File: config.mk
export PLATFORM = sky130hd
export DESIGN_NAME = mre_exec
export DESIGN_NICKNAME = d
export VERILOG_FILES = /design/src/rtl/mre_pkg.sv /design/src/rtl/mre_file_ram.sv /design/src/rtl/mre_exec.sv
export VERILOG_INCLUDE_DIRS = /design/src /design/src/rtl
export SDC_FILE = /design/constraint.sdc
export NUM_CORES = 1
export LEC_CHECK = 0
export BUFFER_PORTS_ARGS = -buffer_cell sky130_fd_sc_hd__buf_2
export CELL_PAD_IN_SITES_DETAIL_PLACEMENT = 0
export CELL_PAD_IN_SITES_GLOBAL_PLACEMENT = 1
export CORE_MARGIN = 4
export CORE_UTILIZATION = 40
export CTS_BUF_LIST = sky130_fd_sc_hd__clkbuf_4 sky130_fd_sc_hd__clkbuf_8
export DETAILED_ROUTE_END_ITERATION = 16
export GPL_ROUTABILITY_DRIVEN = 0
export PLACE_DENSITY_LB_ADDON = 0.2
export REMOVE_ABC_BUFFERS = 1
export SLEW_MARGIN = 40
export SYNTH_ARGS = -nofsm -noshare
export SYNTH_HDL_FRONTEND = slang
export SYNTH_HIERARCHICAL = 1
export SYNTH_SLANG_ARGS = --single-unit
File: constraint.sdc
create_clock -name clock -period 4.13 [get_ports clock]
set_clock_uncertainty 0.05 [all_clocks]
set_input_delay 0.2065 -clock clock [delete_from_list [all_inputs] [get_ports clock]]
set_output_delay 0.2065 -clock clock [all_outputs]
set_load 0.01 [all_outputs]
File: src/rtl/mre_params.svh
// constants for the move and return instruction executor
`ifndef MRE_PARAMS_SVH
`define MRE_PARAMS_SVH

// ==========================================================
// instruction word layout
`define MRE_INSTR_W 14
`define MRE_FADDR_W 7
`define MRE_DATA_W 8

// ==========================================================
// opcode masks and match values
`define MRE_COPY_MASK 14'h3f80
`define MRE_COPY_MATCH 14'h0080
`define MRE_NOP_MASK 14'h3f9f
`define MRE_NOP_MATCH 14'h0000
`define MRE_RET_ISR_CODE 14'h0009
`define MRE_RETURN_CODE 14'h0008
`define MRE_LIT_MASK 14'h3c00
`define MRE_LOADLIT_MATCH 14'h3000
`define MRE_RETLIT_MATCH 14'h3400

// ==========================================================
// interrupt control register
`define MRE_IRQ_CTRL_ADDR 7'h70
`define MRE_GIE_BIT 7
`define MRE_IRQ_CTRL_RESET 8'h00

// ==========================================================
// reset values and timing
`define MRE_ACC_RESET 8'h00
`define MRE_RET_CYCLES 2
`define MRE_PLAIN_CYCLES 1

`endif

File: src/rtl/mre_pkg.sv
// types for the move and return instruction executor
package mre_pkg;

  // execution sequencer states
  typedef enum logic [1:0] {
    MRE_ST_EXEC = 2'h1,
    MRE_ST_SECOND = 2'h2
  } mre_state_e;

  // decoded instruction class
  typedef enum logic [6:0] {
    MRE_OP_OTHER = 7'h01,
    MRE_OP_COPY = 7'h02,
    MRE_OP_LOADLIT = 7'h04,
    MRE_OP_NOP = 7'h08,
    MRE_OP_RET_ISR = 7'h10,
    MRE_OP_RETLIT = 7'h20,
    MRE_OP_RETURN = 7'h40
  } mre_op_e;

endpackage

File: src/rtl/mre_file_ram.sv
// file register memory with registered read data
`timescale 1ns/1ps

module mre_file_ram #(
  parameter int ADDR_W = 7,
  parameter int DATA_W = 8
) (
  input wire logic clock,
  input wire logic resetn,
  input wire logic wr_en,
  input wire logic [ADDR_W-1:0] wr_addr,
  input wire logic [DATA_W-1:0] wr_data,
  input wire logic [ADDR_W-1:0] rd_addr,
  output logic [DATA_W-1:0] rd_data
);

  logic [DATA_W-1:0] mem [0:(1<<ADDR_W)-1];

  // ==========================================================
  // storage, no reset on the array itself
  always_ff @(posedge clock) begin
    if (wr_en) begin
      mem[wr_addr] <= wr_data;
    end
  end

  // ==========================================================
  // read data register
  always_ff @(posedge clock or negedge resetn) begin
    if (!resetn) begin
      rd_data <= '0;
    end else begin
      rd_data <= mem[rd_addr];
    end
  end

endmodule

File: src/rtl/mre_exec.sv
// executor for move, literal load, no-op and return instructions
`timescale 1ns/1ps
`include "mre_params.svh"

module mre_exec #(
  parameter int PC_W = 13,
  parameter int STACK_DEPTH = 8
) (
  input wire logic clock,
  input wire logic resetn,
  input wire logic instr_valid,
  input wire logic [`MRE_INSTR_W-1:0] instr,
  output logic instr_ready,
  input wire logic push_valid,
  input wire logic [PC_W-1:0] push_addr,
  input wire logic [`MRE_FADDR_W-1:0] peek_addr,
  output logic [`MRE_DATA_W-1:0] peek_data,
  output logic [PC_W-1:0] pc,
  output logic [`MRE_DATA_W-1:0] acc,
  output logic [`MRE_DATA_W-1:0] irq_control_reg,
  output logic global_irq_enable,
  output logic stack_pop
);
  import mre_pkg::*;

  localparam int SP_W = (STACK_DEPTH > 1) ? $clog2(STACK_DEPTH) : 1;

  mre_state_e state;
  mre_state_e next_state;
  mre_op_e op;
  logic take;
  logic [PC_W-1:0] next_pc;
  logic [`MRE_DATA_W-1:0] next_acc;
  logic [`MRE_DATA_W-1:0] next_irq_control_reg;
  logic next_instr_ready;
  logic next_stack_pop;
  logic [SP_W-1:0] sp;
  logic [SP_W-1:0] next_sp;
  logic [PC_W-1:0] stack_mem [0:STACK_DEPTH-1];
  logic [PC_W-1:0] stack_top;
  logic do_pop;
  logic do_push;
  logic file_we;
  logic [`MRE_FADDR_W-1:0] file_addr;
  logic [`MRE_DATA_W-1:0] lit;

  assign lit = instr[`MRE_DATA_W-1:0];
  assign file_addr = instr[`MRE_FADDR_W-1:0];
  assign take = instr_valid && instr_ready;

  // ==========================================================
  // instruction decode
  always_comb begin
    if ((instr & `MRE_COPY_MASK) == `MRE_COPY_MATCH) begin
      op = MRE_OP_COPY;
    end else if (instr == `MRE_RET_ISR_CODE) begin
      op = MRE_OP_RET_ISR;
    end else if (instr == `MRE_RETURN_CODE) begin
      op = MRE_OP_RETURN;
    end else if ((instr & `MRE_NOP_MASK) == `MRE_NOP_MATCH) begin
      op = MRE_OP_NOP;
    end else if ((instr & `MRE_LIT_MASK) == `MRE_LOADLIT_MATCH) begin
      op = MRE_OP_LOADLIT;
    end else if ((instr & `MRE_LIT_MASK) == `MRE_RETLIT_MATCH) begin
      op = MRE_OP_RETLIT;
    end else begin
      op = MRE_OP_OTHER;
    end
  end

  // ==========================================================
  // call stack, circular like the hardware stack it models
  assign stack_top = stack_mem[sp];

  // stack pointer next value; a pop and a push together cancel
  always_comb begin
    next_sp = sp;
    if (do_push && !do_pop) begin
      next_sp = sp + SP_W'(1);
    end else if (do_pop && !do_push) begin
      next_sp = sp - SP_W'(1);
    end
  end

  always_ff @(posedge clock or negedge resetn) begin
    if (!resetn) begin
      sp <= '0;
    end else begin
      sp <= next_sp;
    end
  end

  // one register per stack entry; push writes the slot above the top, or the top slot itself when a pop comes in the same cycle
  genvar gi;
  generate
    for (gi = 0; gi < STACK_DEPTH; gi = gi + 1) begin : g_stack
      logic [PC_W-1:0] next_entry;
      logic [SP_W-1:0] wr_slot;
      always_comb begin
        wr_slot = do_pop ? sp : sp + SP_W'(1);
        next_entry = stack_mem[gi];
        if (do_push && (wr_slot == SP_W'(gi))) begin
          next_entry = push_addr;
        end
      end
      always_ff @(posedge clock or negedge resetn) begin
        if (!resetn) begin
          stack_mem[gi] <= '0;
        end else begin
          stack_mem[gi] <= next_entry;
        end
      end
    end
  endgenerate

  // ==========================================================
  // execution next values
  always_comb begin
    next_state = state;
    next_pc = pc;
    next_acc = acc;
    next_irq_control_reg = irq_control_reg;
    next_instr_ready = instr_ready;
    next_stack_pop = 1'b0;
    do_pop = 1'b0;
    do_push = push_valid;
    file_we = 1'b0;
    case (state)
      MRE_ST_EXEC: begin
        if (take) begin
          next_pc = pc + PC_W'(1);
          case (op)
            MRE_OP_COPY: begin
              file_we = 1'b1;
              if (file_addr == `MRE_IRQ_CTRL_ADDR) begin
                next_irq_control_reg = acc;
              end
            end
            MRE_OP_LOADLIT: begin
              next_acc = lit;
            end
            MRE_OP_RET_ISR: begin
              do_pop = 1'b1;
              next_pc = stack_top;
              next_irq_control_reg[`MRE_GIE_BIT] = 1'b1;
            end
            MRE_OP_RETLIT: begin
              next_acc = lit;
              do_pop = 1'b1;
              next_pc = stack_top;
            end
            MRE_OP_RETURN: begin
              do_pop = 1'b1;
              next_pc = stack_top;
            end
            default: begin
              next_pc = pc + PC_W'(1);
            end
          endcase
          if (do_pop) begin
            next_state = MRE_ST_SECOND;
            next_instr_ready = 1'b0;
            next_stack_pop = 1'b1;
          end
        end
      end
      MRE_ST_SECOND: begin
        // dead cycle while the fetched word is discarded
        next_state = MRE_ST_EXEC;
        next_instr_ready = 1'b1;
      end
      default: begin
        next_state = MRE_ST_EXEC;
        next_instr_ready = 1'b1;
      end
    endcase
  end

  always_ff @(posedge clock or negedge resetn) begin
    if (!resetn) begin
      state <= MRE_ST_EXEC;
      pc <= '0;
      acc <= `MRE_ACC_RESET;
      irq_control_reg <= `MRE_IRQ_CTRL_RESET;
      global_irq_enable <= 1'b0;
      instr_ready <= 1'b1;
      stack_pop <= 1'b0;
    end else begin
      state <= next_state;
      pc <= next_pc;
      acc <= next_acc;
      irq_control_reg <= next_irq_control_reg;
      global_irq_enable <= next_irq_control_reg[`MRE_GIE_BIT];
      instr_ready <= next_instr_ready;
      stack_pop <= next_stack_pop;
    end
  end

  // ==========================================================
  // file register memory
  mre_file_ram #(
    .ADDR_W(`MRE_FADDR_W),
    .DATA_W(`MRE_DATA_W)
  ) u_file_ram (
    .clock(clock),
    .resetn(resetn),
    .wr_en(file_we),
    .wr_addr(file_addr),
    .wr_data(acc),
    .rd_addr(peek_addr),
    .rd_data(peek_data)
  );

endmodule

== After elaboration in Yosys (flattened, before gate mapping) ==
Memory sizes are Yosys's and may differ from the RTL's. A register that Yosys moved wholly into a read port is not among the register bits.
Index checks and enable logic that the tools add are counted.
Widths: inputs -> output; s select.

* Register bits: 140
* Memory bits (writable): 1,024
* Bits of input ports: 38
* Word-level logic and storage cells: 103
* Memories: 1

{| class="wikitable"
|+ Memory list
! memory !! words !! width !! rd ports !! clocked after memory_dff !! wr ports !! line !! source
|-
| u_file_ram.mem || 128 || 8 || 1 || 1 || 1 || mre_file_ram.sv:17 || <nowiki>logic [DATA_W-1:0] mem [0:(1<<ADDR_W)-1];</nowiki>
|}

* $add $sub $neg: 3
* $lt $le $gt $ge: 1
* Eq/ne operators: 22
* Muxes and demuxes: 34
* Bitwise gates (word level): 1
* Reductions and logical operators: 25

{| class="wikitable"
|+ Operator list
! cell !! count
|-
| $bmux 13 s3 || 1
|-
| $mux 13 || 3
|-
| $eq 14x4->1 const B || 2
|-
| $mux 7 || 4
|-
| $mux 1 || 16
|-
| $eq 7x7->1 const B || 2
|-
| $logic_not 14->1 || 1
|-
| $add 13x1->13 const B || 1
|-
| $eq 3x3->1 const B || 4
|-
| $mux 6 || 2
|-
| $logic_and 1x1->1 || 11
|-
| $mux 3 || 3
|-
| $eq 4x4->1 const B || 2
|-
| $mux 8 || 1
|-
| $reduce_and 4->1 || 2
|-
| $eq 7x1->1 const B || 1
|-
| $eq 7x2->1 const B || 1
|-
| $eq 7x3->1 const B || 1
|-
| $eq 7x5->1 const B || 1
|-
| $eq 7x6->1 const B || 1
|-
| $eq 3x2->1 const B || 2
|-
| $mux 2 || 3
|-
| $ne 2x2->1 const B || 3
|-
| $ge 4x4->1 const B || 1
|-
| 13 further kinds || 17
|}

== Logic depth before layout (Yosys ltp) ==
Gate-level depths: netlist of run 1.

* Word-level depth: 17
* Mapped depth: 13
* Depth with buffers taken out: 8

== Modules after synthesis ==
Netlist of run 1, hierarchy kept.

{| class="wikitable"
|+ Modules (own cells, without submodules)
! module !! instances !! cells each !! area an instance (um^2) !! sequential area each (um^2)
|-
| mre_file_ram || 1 || 1,635 || 39,701.8 || 30,949.7
|-
| mre_exec || 1 || 506 || 6,869.1 || 3,479.6
|}

== Worst setup path after synthesis of run 1 ==
OpenSTA, ideal clock, no wires.

* Path type: register to register
* From: register sp[0]
* To: register stack_mem[80] in the netlist's numbering
* Arrival: 3,166 ps
* Data required time: 3,955 ps
* Setup slack: 789 ps
* Cell stages (with the launch flop): 13
* Path buffers: 5
* Clock period less this slack: 3,341 ps
* Cells stage by stage: dfrtp_1 > buf_2 > buf_2 > buf_2 > inv_1 > ha_1 > or3b_2 > clkbuf_1 > nor3_1 > a211oi_2 > o221ai_2 > buf_4 > mux2_2

* Word-level cells in the longest chain between the ends: 4

{| class="wikitable"
|+ Ends and longest elaborated chain
! what !! line !! source
|-
| start: declaration || mre_exec.sv:37 || <nowiki>logic [SP_W-1:0] sp;</nowiki>
|-
| start signal: assignment || mre_exec.sv:89 || <nowiki>sp <= next_sp;</nowiki>
|-
| $add 3x1->3 || mre_exec.sv:100 || <nowiki>wr_slot = do_pop ? sp : sp + SP_W'(1);</nowiki>
|-
| $mux 3 * || mre_exec.sv:100 ||
|-
| $eq 3x1->1 * || mre_exec.sv:102 || <nowiki>if (do_push && (wr_slot == SP_W'(gi))) begin</nowiki>
|-
| $logic_and 1x1->1 * || mre_exec.sv:102 ||
|-
| end signal: indexed assignment || mre_exec.sv:110 || <nowiki>stack_mem[gi] <= next_entry;</nowiki>
|-
| end: declaration || mre_exec.sv:39 || <nowiki>logic [PC_W-1:0] stack_mem [0:STACK_DEPTH-1];</nowiki>
|}

Every way passes the cells marked *; elsewhere a longest branch is shown, timed or not.
A chain may end at the register's enable or synchronous reset.

== Worst setup path in the final report of run 1 ==
* From: register sp[0]
* To: register stack_mem[40] in the netlist's numbering

* Word-level cells in the longest chain between the ends: 4

{| class="wikitable"
|+ Ends and longest elaborated chain
! what !! line
|-
| $add 3x1->3 || mre_exec.sv:100
|-
| $mux 3 * || mre_exec.sv:100
|-
| $eq 3x3->1 * || mre_exec.sv:102
|-
| $logic_and 1x1->1 * || mre_exec.sv:102
|}

Marked as above.

==> out/qor.json, run 1 <==
{
  "detailed_routing": {
    "drt-total-wl_um": 118000,
    "drt-wirelength-per-cell_um": 28.7,
    "drt_pass1_iterations": 5,
    "detailroute.via_count": 23400,
    "drc": 0,
    "viasPerCell": 5.70,
    "detail-route-antenna-nets": 0,
    "drt_iter0_drc": 2077
  },
  "layout": {
    "post_layout_nonfiller_instances": 4101,
    "largestRegisters": "u_file_ram/mem x1024, stack_mem x104, pc x13",
    "num-nets-final": 2466,
    "post-route-cell-area_um2": 53800,
    "register_bank_with_the_most_flops": "u_file_ram/mem",
    "largest_register_ffs": 1024,
    "area.growth.synth_to_final_pct": 15.5,
    "drive_above_1_share_pct": 41.2
  },
  "global_route": {
    "vias_in_the_first_global_route": 24400,
    "gr-usage-all-layers_pct": 19.5,
    "grt_first_pass_wirelength_um": 173000,
    "grt-ovfl-total": 0,
    "antenna_found_initial": 6,
    "grt_start_max_net_pins": 86
  },
  "logic_synthesis": {
    "postSynthCellCount": 2141,
    "fraction_of_the_yosys_area_taken_by_sequential_cells_pct": 73.9,
    "yosys_top_cell_area_share_pct": 66.0,
    "synthTopCellsByArea": "edfxtp_1, mux4_2, dfrtp_1, mux2_2, nor2_1",
    "synth_compound_gate_area_share_pct": 1.04,
    "post-synth-top-area-cell": "edfxtp_1",
    "yosys.area_share.adder_pct": 0.134,
    "warning_count_from_the_yosys_run": 6,
    "synth-async-reset-ratio_pct": 12.6,
    "synth_seq_cells": 1171,
    "yosys_most_used_dff": "edfxtp_1",
    "proportion_of_synthesized_area_in_mux_cells_pct": 20.8,
    "synth_top_family_by_area": "multiplexers",
    "xor_xnor_portion_of_the_synthesized_cell_area_pct": 0.0376,
    "synth_cell_types": 58,
    "synth_enable_flop_cells": 1024,
    "post_synth_and_or_nand_nor_area_fraction_pct": 2.83,
    "synth.cell_area_um2": 46600,
    "average_cell_area_after_synthesis_um2": 21.8
  },
  "floorplanning": {
    "die_ht_um": 349,
    "core_region_area_um2": 115000,
    "initial_cell_density_of_the_core_pct": 40.5,
    "rows": 124,
    "die_width_um": 349,
    "die_area_um2": 122000,
    "ioPinCount": 78
  },
  "setup_path": {
    "timing.critical_path.required_ns": 4.79,
    "criticalPathCategory": "flip-flop to flip-flop",
    "start_kind": "flip-flop",
    "worst_r2r_path_depth": 9,
    "worst-endpoint-arrival_ns": 3.81,
    "regToRegStartpoint": "sp[0]",
    "worst-path-max-fanout": 17,
    "rrSetupSlack_ns": 0.98,
    "end_kind": "flip-flop",
    "critPathLaunch": "sp[0]"
  },
  "clocking": {
    "cts_buffers": 194,
    "insertion_delay_ns": 0.86,
    "tritoncts": "built",
    "cts_hold_buf": 38,
    "resized_after_cts": 0,
    "clock_sink_count": 1171,
    "maximum_buffer_depth_of_the_clock_tree": 3,
    "clockRootBuffer": "clkbuf_8",
    "post-cts-setup-buffer-count": 0,
    "worst_setup_hold_path_clk_slew_ns": 0.06,
    "h-tree-depth": 4
  },
  "sta": {
    "highest_achievable_clock_rate_mhz": 317,
    "finalCritPeriodShare_pct": 76.3,
    "fin_setup_tns_ns": 0,
    "final.min_clock_period_ns": 3.15,
    "max_slew_violation_count": 0,
    "rsz0062_at_grt": "false",
    "setup-violations-final": 0,
    "timing_hold_violations_final": 0,
    "slew_headroom_pct": 41.3,
    "tightest_slew_ns": 0.877
  },
  "power": {
    "static-leakage-power_nw": 17.5,
    "power-per-cell-area_nw_per_um2": 531,
    "worst_ir_drop_vdd_uv": 314,
    "power.total_mw": 28.6
  },
  "place": {
    "number_of_i_o_port_buffers": 77,
    "placement.cell_area_um2": 49400,
    "hpwlAfterDp_um": 73900,
    "place_inst": 3700
  },
  "run": {
    "number_of_maximum_capacitance_violations": 0
  },
  "worst_hold_path": {
    "hp-start": "instr[13]",
    "tightest_hold_check_type": "input pin to flip-flop",
    "timing.hold.worst_path_depth": 3
  },
  "status": {
    "status": "completed"
  }
}
routing by layer:
| layer | GRT usage, % | part of all wire [%] | vias up |
|---|---|---|---|
| met2 | 30.7 | 48 | 871 |
| li1 | - | - | 9551 |
| met4 | 4.84 | 1.8 | 0 |
| met5 | 0 | 0 | - |
| met3 | 3.75 | 6.4 | 142 |
| met1 | 28.3 | 44 | 12800 |
kinds of logic (layout without fill, tap and decap cells):
family / after synthesis / count (layout)
AO/OA/AOI/OAI: 59 / 59
flip-flops: 1171 / 1171
buffers and inverters: 129 / 572
other: 0 / 5
adder cells (fa/ha/maj): 5 / 5
multiplexers: 494 / 494
AND/OR/NAND/NOR: 281 / 281
XOR/XNOR: 2 / 2
worst max-delay path, cell delays in order, from the launching register on:
cell and delay (ns):
dfrtp_2 0.70, inv_1 0.10, ha_1 0.41, nand3b_1 0.28, nor3_1 0.10, a211oi_2 0.31
nor2_1 0.11, a2111oi_4 0.37, buf_4 0.24, mux2_2 0.35
cells in the mapped netlist (all sizes together) (2+ instances only):
cell type	instances
a211oi	6
a21oi	13
and2	4
nor2	147
o22a	10
o221ai	4
o21ai	4
nor3	23
edfxtp	1024
o221a	2
a32oi	4
mux2i	5
nor2b	10
and3	9
a2111oi	2
buf	64
nand3b	2
a31oi	7
inv	8
and4b	2
dfrtp	146
nand4	6
ha	5
nand2b	4
clkbuf	57
mux2	127
a41oi	2
nand3	23
mux4	362
nor4	4
nand2	41
final cells by class:
cell class / instances / area (um2)
fillers: 9558 / 61200
flip-flops and latches: 1171 / 34500
multi-input cells: 841 / 11800
clock buffers: 277 / 3370
well taps: 1512 / 1890
repair buffers: 207 / 1740
clock inverters: 80 / 528
inverters: 8 / 30.0
diodes: 5 / 12.5
worst paths after layout:
check,endpoint
max,stack_mem[40]
min reg2reg,stack_mem[36]
min,acc[6]
min in group asynchronous,stack_mem[89]
max in group asynchronous,acc[1]
max reg2reg,stack_mem[40]
per-stage QoR:
step | utilization [%] | setup slack (ns) | hold WS [ns]
after floorplan | - | 0.192 | -0.139
after global placement | 42.8 | 0.764 | 0.293
after detailed placement | 42.9 | 0.773 | 0.301
after CTS | 46.7 | 0.944 | 0.00528
after global routing | 46.8 | 0.799 | 0.0630
final | 46.8 | 0.980 | 0.113
cell usage in the layout (no fill, tap or decap), types with 4 or more instances in the layout:
master / count
a211oi_1: 4
a21oi_1: 13
a31oi_1: 7
a32oi_1: 4
and2_1: 4
and3_1: 9
buf_12: 19
buf_2: 72
buf_4: 75
clkbuf_4: 71
clkbuf_8: 206
clkinv_1: 46
clkinv_2: 17
dfrtp_1: 137
dfrtp_4: 8
diode_2: 5
dlygate4sd3_1: 37
edfxtp_1: 1024
ha_1: 5
inv_1: 7
inv_12: 4
mux2_2: 115
mux2_4: 10
mux2i_1: 5
mux4_2: 362
nand2_1: 41
nand2b_1: 4
nand3_1: 23
nand4_1: 5
nor2_1: 78
nor2_2: 69
nor2b_1: 10
nor3_1: 20
o21ai_0: 4
o22a_1: 10
power breakdown:
part / total [mW] / leakage [nW] / internal, mW / switching, mW
clock: 10.1 / 2.07 / 5.48 / 4.62
sequential: 14.9 / 11.0 / 14.1 / 0.722
combinational: 3.62 / 4.48 / 1.71 / 1.91
Note: power is estimated with default switching activity, not from simulation.
==> run 2, diff against run 1 <==
==> constraint.sdc (replaced) <==
create_clock -name clock -period 2.8 [get_ports clock]
set_clock_uncertainty 0.05 [all_clocks]
set_input_delay 0.14 -clock clock [delete_from_list [all_inputs] [get_ports clock]]
set_output_delay 0.14 -clock clock [all_outputs]
set_load 0.01 [all_outputs]
==> run 2 against run 1 <==
Effect of this change:
- sequential share of layout area down 1.8 points
- worst hold slack better by 0.0093 ns
- sequential power up 46%
- cell area up 2.9%
- largest power group unchanged
==> out/qor.json, run 2 (synthesized netlist as in run 1, its figures left out) <==
{
  "status": {
    "status": "completed"
  },
  "setup_path": {
    "timing.critical_path.required": {"value": 3.45, "unit": "ns", "change": "-1.34 ns"},
    "worst-endpoint-arrival": {"value": 3.39, "unit": "ns", "change": "-0.42 ns"},
    "criticalPathCategory": "input pin to flip-flop",
    "worst_r2r_path_depth": {"value": 5, "change": "-4"},
    "worst-path-max-fanout": {"value": 7, "change": "-10"},
    "end_kind": "flip-flop",
    "start_kind": "input pin"
  },
  "layout": {
    "final_common_cell": "edfxtp_1",
    "largest_register_ffs": {"value": 1024, "change": "unchanged"},
    "num-nets-final": {"value": 2643, "change": "+7.2%"},
    "multiInputGateArea": {"value": 11600, "unit": "um2", "change": "-1.4%"},
    "largestRegisters": "u_file_ram/mem x1024, stack_mem x104, pc x13",
    "area.growth.synth_to_final_pct": 18.9,
    "register_bank_with_the_most_flops": "u_file_ram/mem",
    "final_cell_mix": "edfxtp_1, mux4_2, buf_4",
    "drive_above_1_share": {"value": 42.6, "unit": "%", "change": "+1.4 points"},
    "filler_cell_count": {"value": 9438, "change": "-1.3%"},
    "post_layout_nonfiller_instances": {"value": 4278, "change": "+4.3%"},
    "sequential_cell_area": {"value": 34500, "unit": "um2", "change": "unchanged"}
  },
  "clocking": {
    "cts_buffers": {"value": 195, "change": "+0.52%"},
    "insertion_delay": {"value": 0.85, "unit": "ns", "change": "about the same"},
    "clock_sink_count": {"value": 1171, "change": "unchanged"},
    "maximum_buffer_depth_of_the_clock_tree": {"value": 3, "change": "unchanged"},
    "tritoncts": "built",
    "worst_setup_hold_path_clk_slew": {"value": 0.06, "unit": "ns", "change": "about the same"},
    "clockRootBuffer": "clkbuf_8",
    "post-cts-setup-buffer-count": {"value": 0, "change": "unchanged"},
    "h-tree-depth": {"value": 4, "change": "unchanged"}
  },
  "floorplanning": {
    "core_region_area": {"value": 115000, "unit": "um2", "change": "unchanged"},
    "die_ht": {"value": 349, "unit": "um", "change": "unchanged"},
    "initial_cell_density_of_the_core": {"value": 40.5, "unit": "%", "change": "unchanged"},
    "rows": {"value": 124, "change": "unchanged"},
    "die_area": {"value": 122000, "unit": "um2", "change": "unchanged"},
    "ioPinCount": {"value": 78, "change": "unchanged"},
    "die_width": {"value": 349, "unit": "um", "change": "unchanged"}
  },
  "power": {
    "combPwrFrac": {"value": 13.5, "unit": "%", "change": "+0.8 points"},
    "static-leakage-power": {"value": 18.6, "unit": "nW", "change": "+6.2%"},
    "worst_ir_drop_vdd": {"value": 502, "unit": "uV", "change": "+60%"},
    "p_switching": {"value": 10.8, "unit": "mW", "change": "+49%"},
    "swShare": {"value": 25.4, "unit": "%", "change": "-0.031 points"},
    "clkPwrFrac": {"value": 35.6, "unit": "%", "change": "+0.3 points"},
    "power.internal": {"value": 31.9, "unit": "mW", "change": "+50%"},
    "p_seq_share": {"value": 50.9, "unit": "%", "change": "-1.1 points"},
    "power-per-cell-area": {"value": 772, "unit": "nW/um2", "change": "+45%"}
  },
  "sta": {
    "timing_hold_violations_final": {"value": 0, "change": "unchanged"},
    "final.min_clock_period_ns": 2.74,
    "highest_achievable_clock_rate_mhz": 365,
    "hold_ws": {"value": 0.123, "unit": "ns", "change": "+0.00927 ns"},
    "max_slew_violation_count": {"value": 0, "change": "unchanged"},
    "finalCritPeriodShare_pct": 97.8,
    "rsz0062_at_grt": "false",
    "fin_setup_tns": {"value": 0, "unit": "ns", "change": "unchanged"},
    "setup-violations-final": {"value": 0, "change": "unchanged"},
    "slew_headroom": {"value": 57.0, "unit": "%", "change": "+16 points"},
    "setup_ws": {"value": 0.0618, "unit": "ns", "change": "-0.918 ns"},
    "tightest_slew": {"value": 0.644, "unit": "ns", "change": "-0.233 ns"}
  },
  "place": {
    "number_of_i_o_port_buffers": {"value": 77, "change": "unchanged"},
    "hpwlAfterDp": {"value": 75300, "unit": "um", "change": "+1.8%"},
    "placement.setup.worst_slack": {"value": -0.171, "unit": "ns", "change": "-0.945 ns"},
    "place_inst": {"value": 3871, "change": "+4.6%"}
  },
  "worst_hold_path": {
    "tightest_hold_check_type": "input pin to flip-flop",
    "timing.hold.worst_path_depth": {"value": 3, "change": "unchanged"}
  },
  "run": {
    "number_of_maximum_capacitance_violations": {"value": 0, "change": "unchanged"}
  },
  "detailed_routing": {
    "detail-route-antenna-nets": {"value": 0, "change": "unchanged"},
    "drt_iter0_drc": {"value": 2029, "change": "-2.3%"},
    "drc": {"value": 0, "change": "unchanged"},
    "drt-total-wl": {"value": 118000, "unit": "um", "change": "+0.17%"},
    "drt_pass1_iterations": {"value": 5, "change": "unchanged"},
    "drt-wirelength-per-cell": {"value": 27.6, "unit": "um", "change": "-4.0%"},
    "detailroute.via_count": {"value": 23500, "change": "+0.39%"},
    "viasPerCell": {"value": 5.49, "change": "-3.8%"}
  },
  "global_route": {
    "grt_first_pass_wirelength": {"value": 173000, "unit": "um", "change": "about the same"},
    "gr-usage-all-layers": {"value": 19.6, "unit": "%", "change": "+0.11 points"},
    "vias_in_the_first_global_route": {"value": 24800, "change": "+1.9%"},
    "antenna_found_initial": {"value": 8, "change": "+2"},
    "grt_start_max_net_pins": {"value": 83, "change": "-3.5%"},
    "grt-ovfl-total": {"value": 0, "change": "unchanged"}
  }
}
[run 2: cell types whose count changed in the layout (fill, tap and decap cells not counted), moves of 3 or more]
cell,before,now
buf_12,19,44
clkinv_1,46,42
buf_4,75,218
nor2_2,69,1
nor2_1,78,146
bufinv_16,3,6
dlygate4sd3_1,37,43
[run 2: repair_timing]
item	in CTS	in global routing
hold buffers	44	0
resized for setup	0	7
endpoints found under the hold margin	371	0
endpoints found under the setup margin	0	36
[run 2: final timing paths]
path                               startpoint               endpoint  slack [ns]
worst max-delay path                 instr[9]          stack_mem[39]        0.06
worst min-delay path             push_addr[1]          stack_mem[92]        0.12
worst max register to register       state[0]                 acc[6]        0.18
worst min register to register  stack_mem[34]          stack_mem[34]        0.45
max in group asynchronous              resetn          stack_mem[42]        1.98
min in group asynchronous              resetn  u_file_ram/rd_data[4]        0.37
[run 2: metrics by stage]
step	power (mW)	area, um2	utilization (%)
after floorplan	25.1	46000	-
after global placement	27.6	50800	44.2
after detailed placement	27.9	50900	44.3
after CTS	43.3	55300	48.1
after global routing	44.5	55400	48.2
final	42.7	55400	48.2
[run 2: final cells by class]
cell class | count | share of cell area (%)
well taps | 1512 | 3.42
flip-flops and latches | 1171 | 62.2
diodes | 4 | 0.0181
repair buffers | 383 | 6.14
clock inverters | 85 | 1.18
inverters | 8 | 0.0542
multi-input cells | 841 | 20.9
clock buffers | 274 | 6.02
[run 2: critical path: stages]
cell           delay, ns
dlygate4sd3_1       0.53
buf_2               0.13
nor4_4              0.34
dlygate4sd3_1       0.70
nand4_1             0.18
nand3_1             0.26
nor2_1              0.12
a2111oi_4           0.39
buf_6               0.23
mux2_2              0.35
[run 2: layer usage]
metal  vias to the layer above  GRT usage, %  wire, um
met1                     12600          26.5     49500
met3                       188          4.35      7480
met4                         0          5.89      2770
li1                       9909             -         -
met5                         -             0         0
met2                       818          32.1     58300
[run 2: power by group through the flow]
stage	combinational [mW]	sequential (mW)	clock, mW
2_1_floorplan	2.74	22.3	0
3_3_place_gp	5.41	22.1	0
3_5_place_dp	5.75	22.1	0
4_1_cts	5.84	21.8	15.6
5_1_grt	6.17	21.9	16.5
6_report	5.75	21.8	15.2
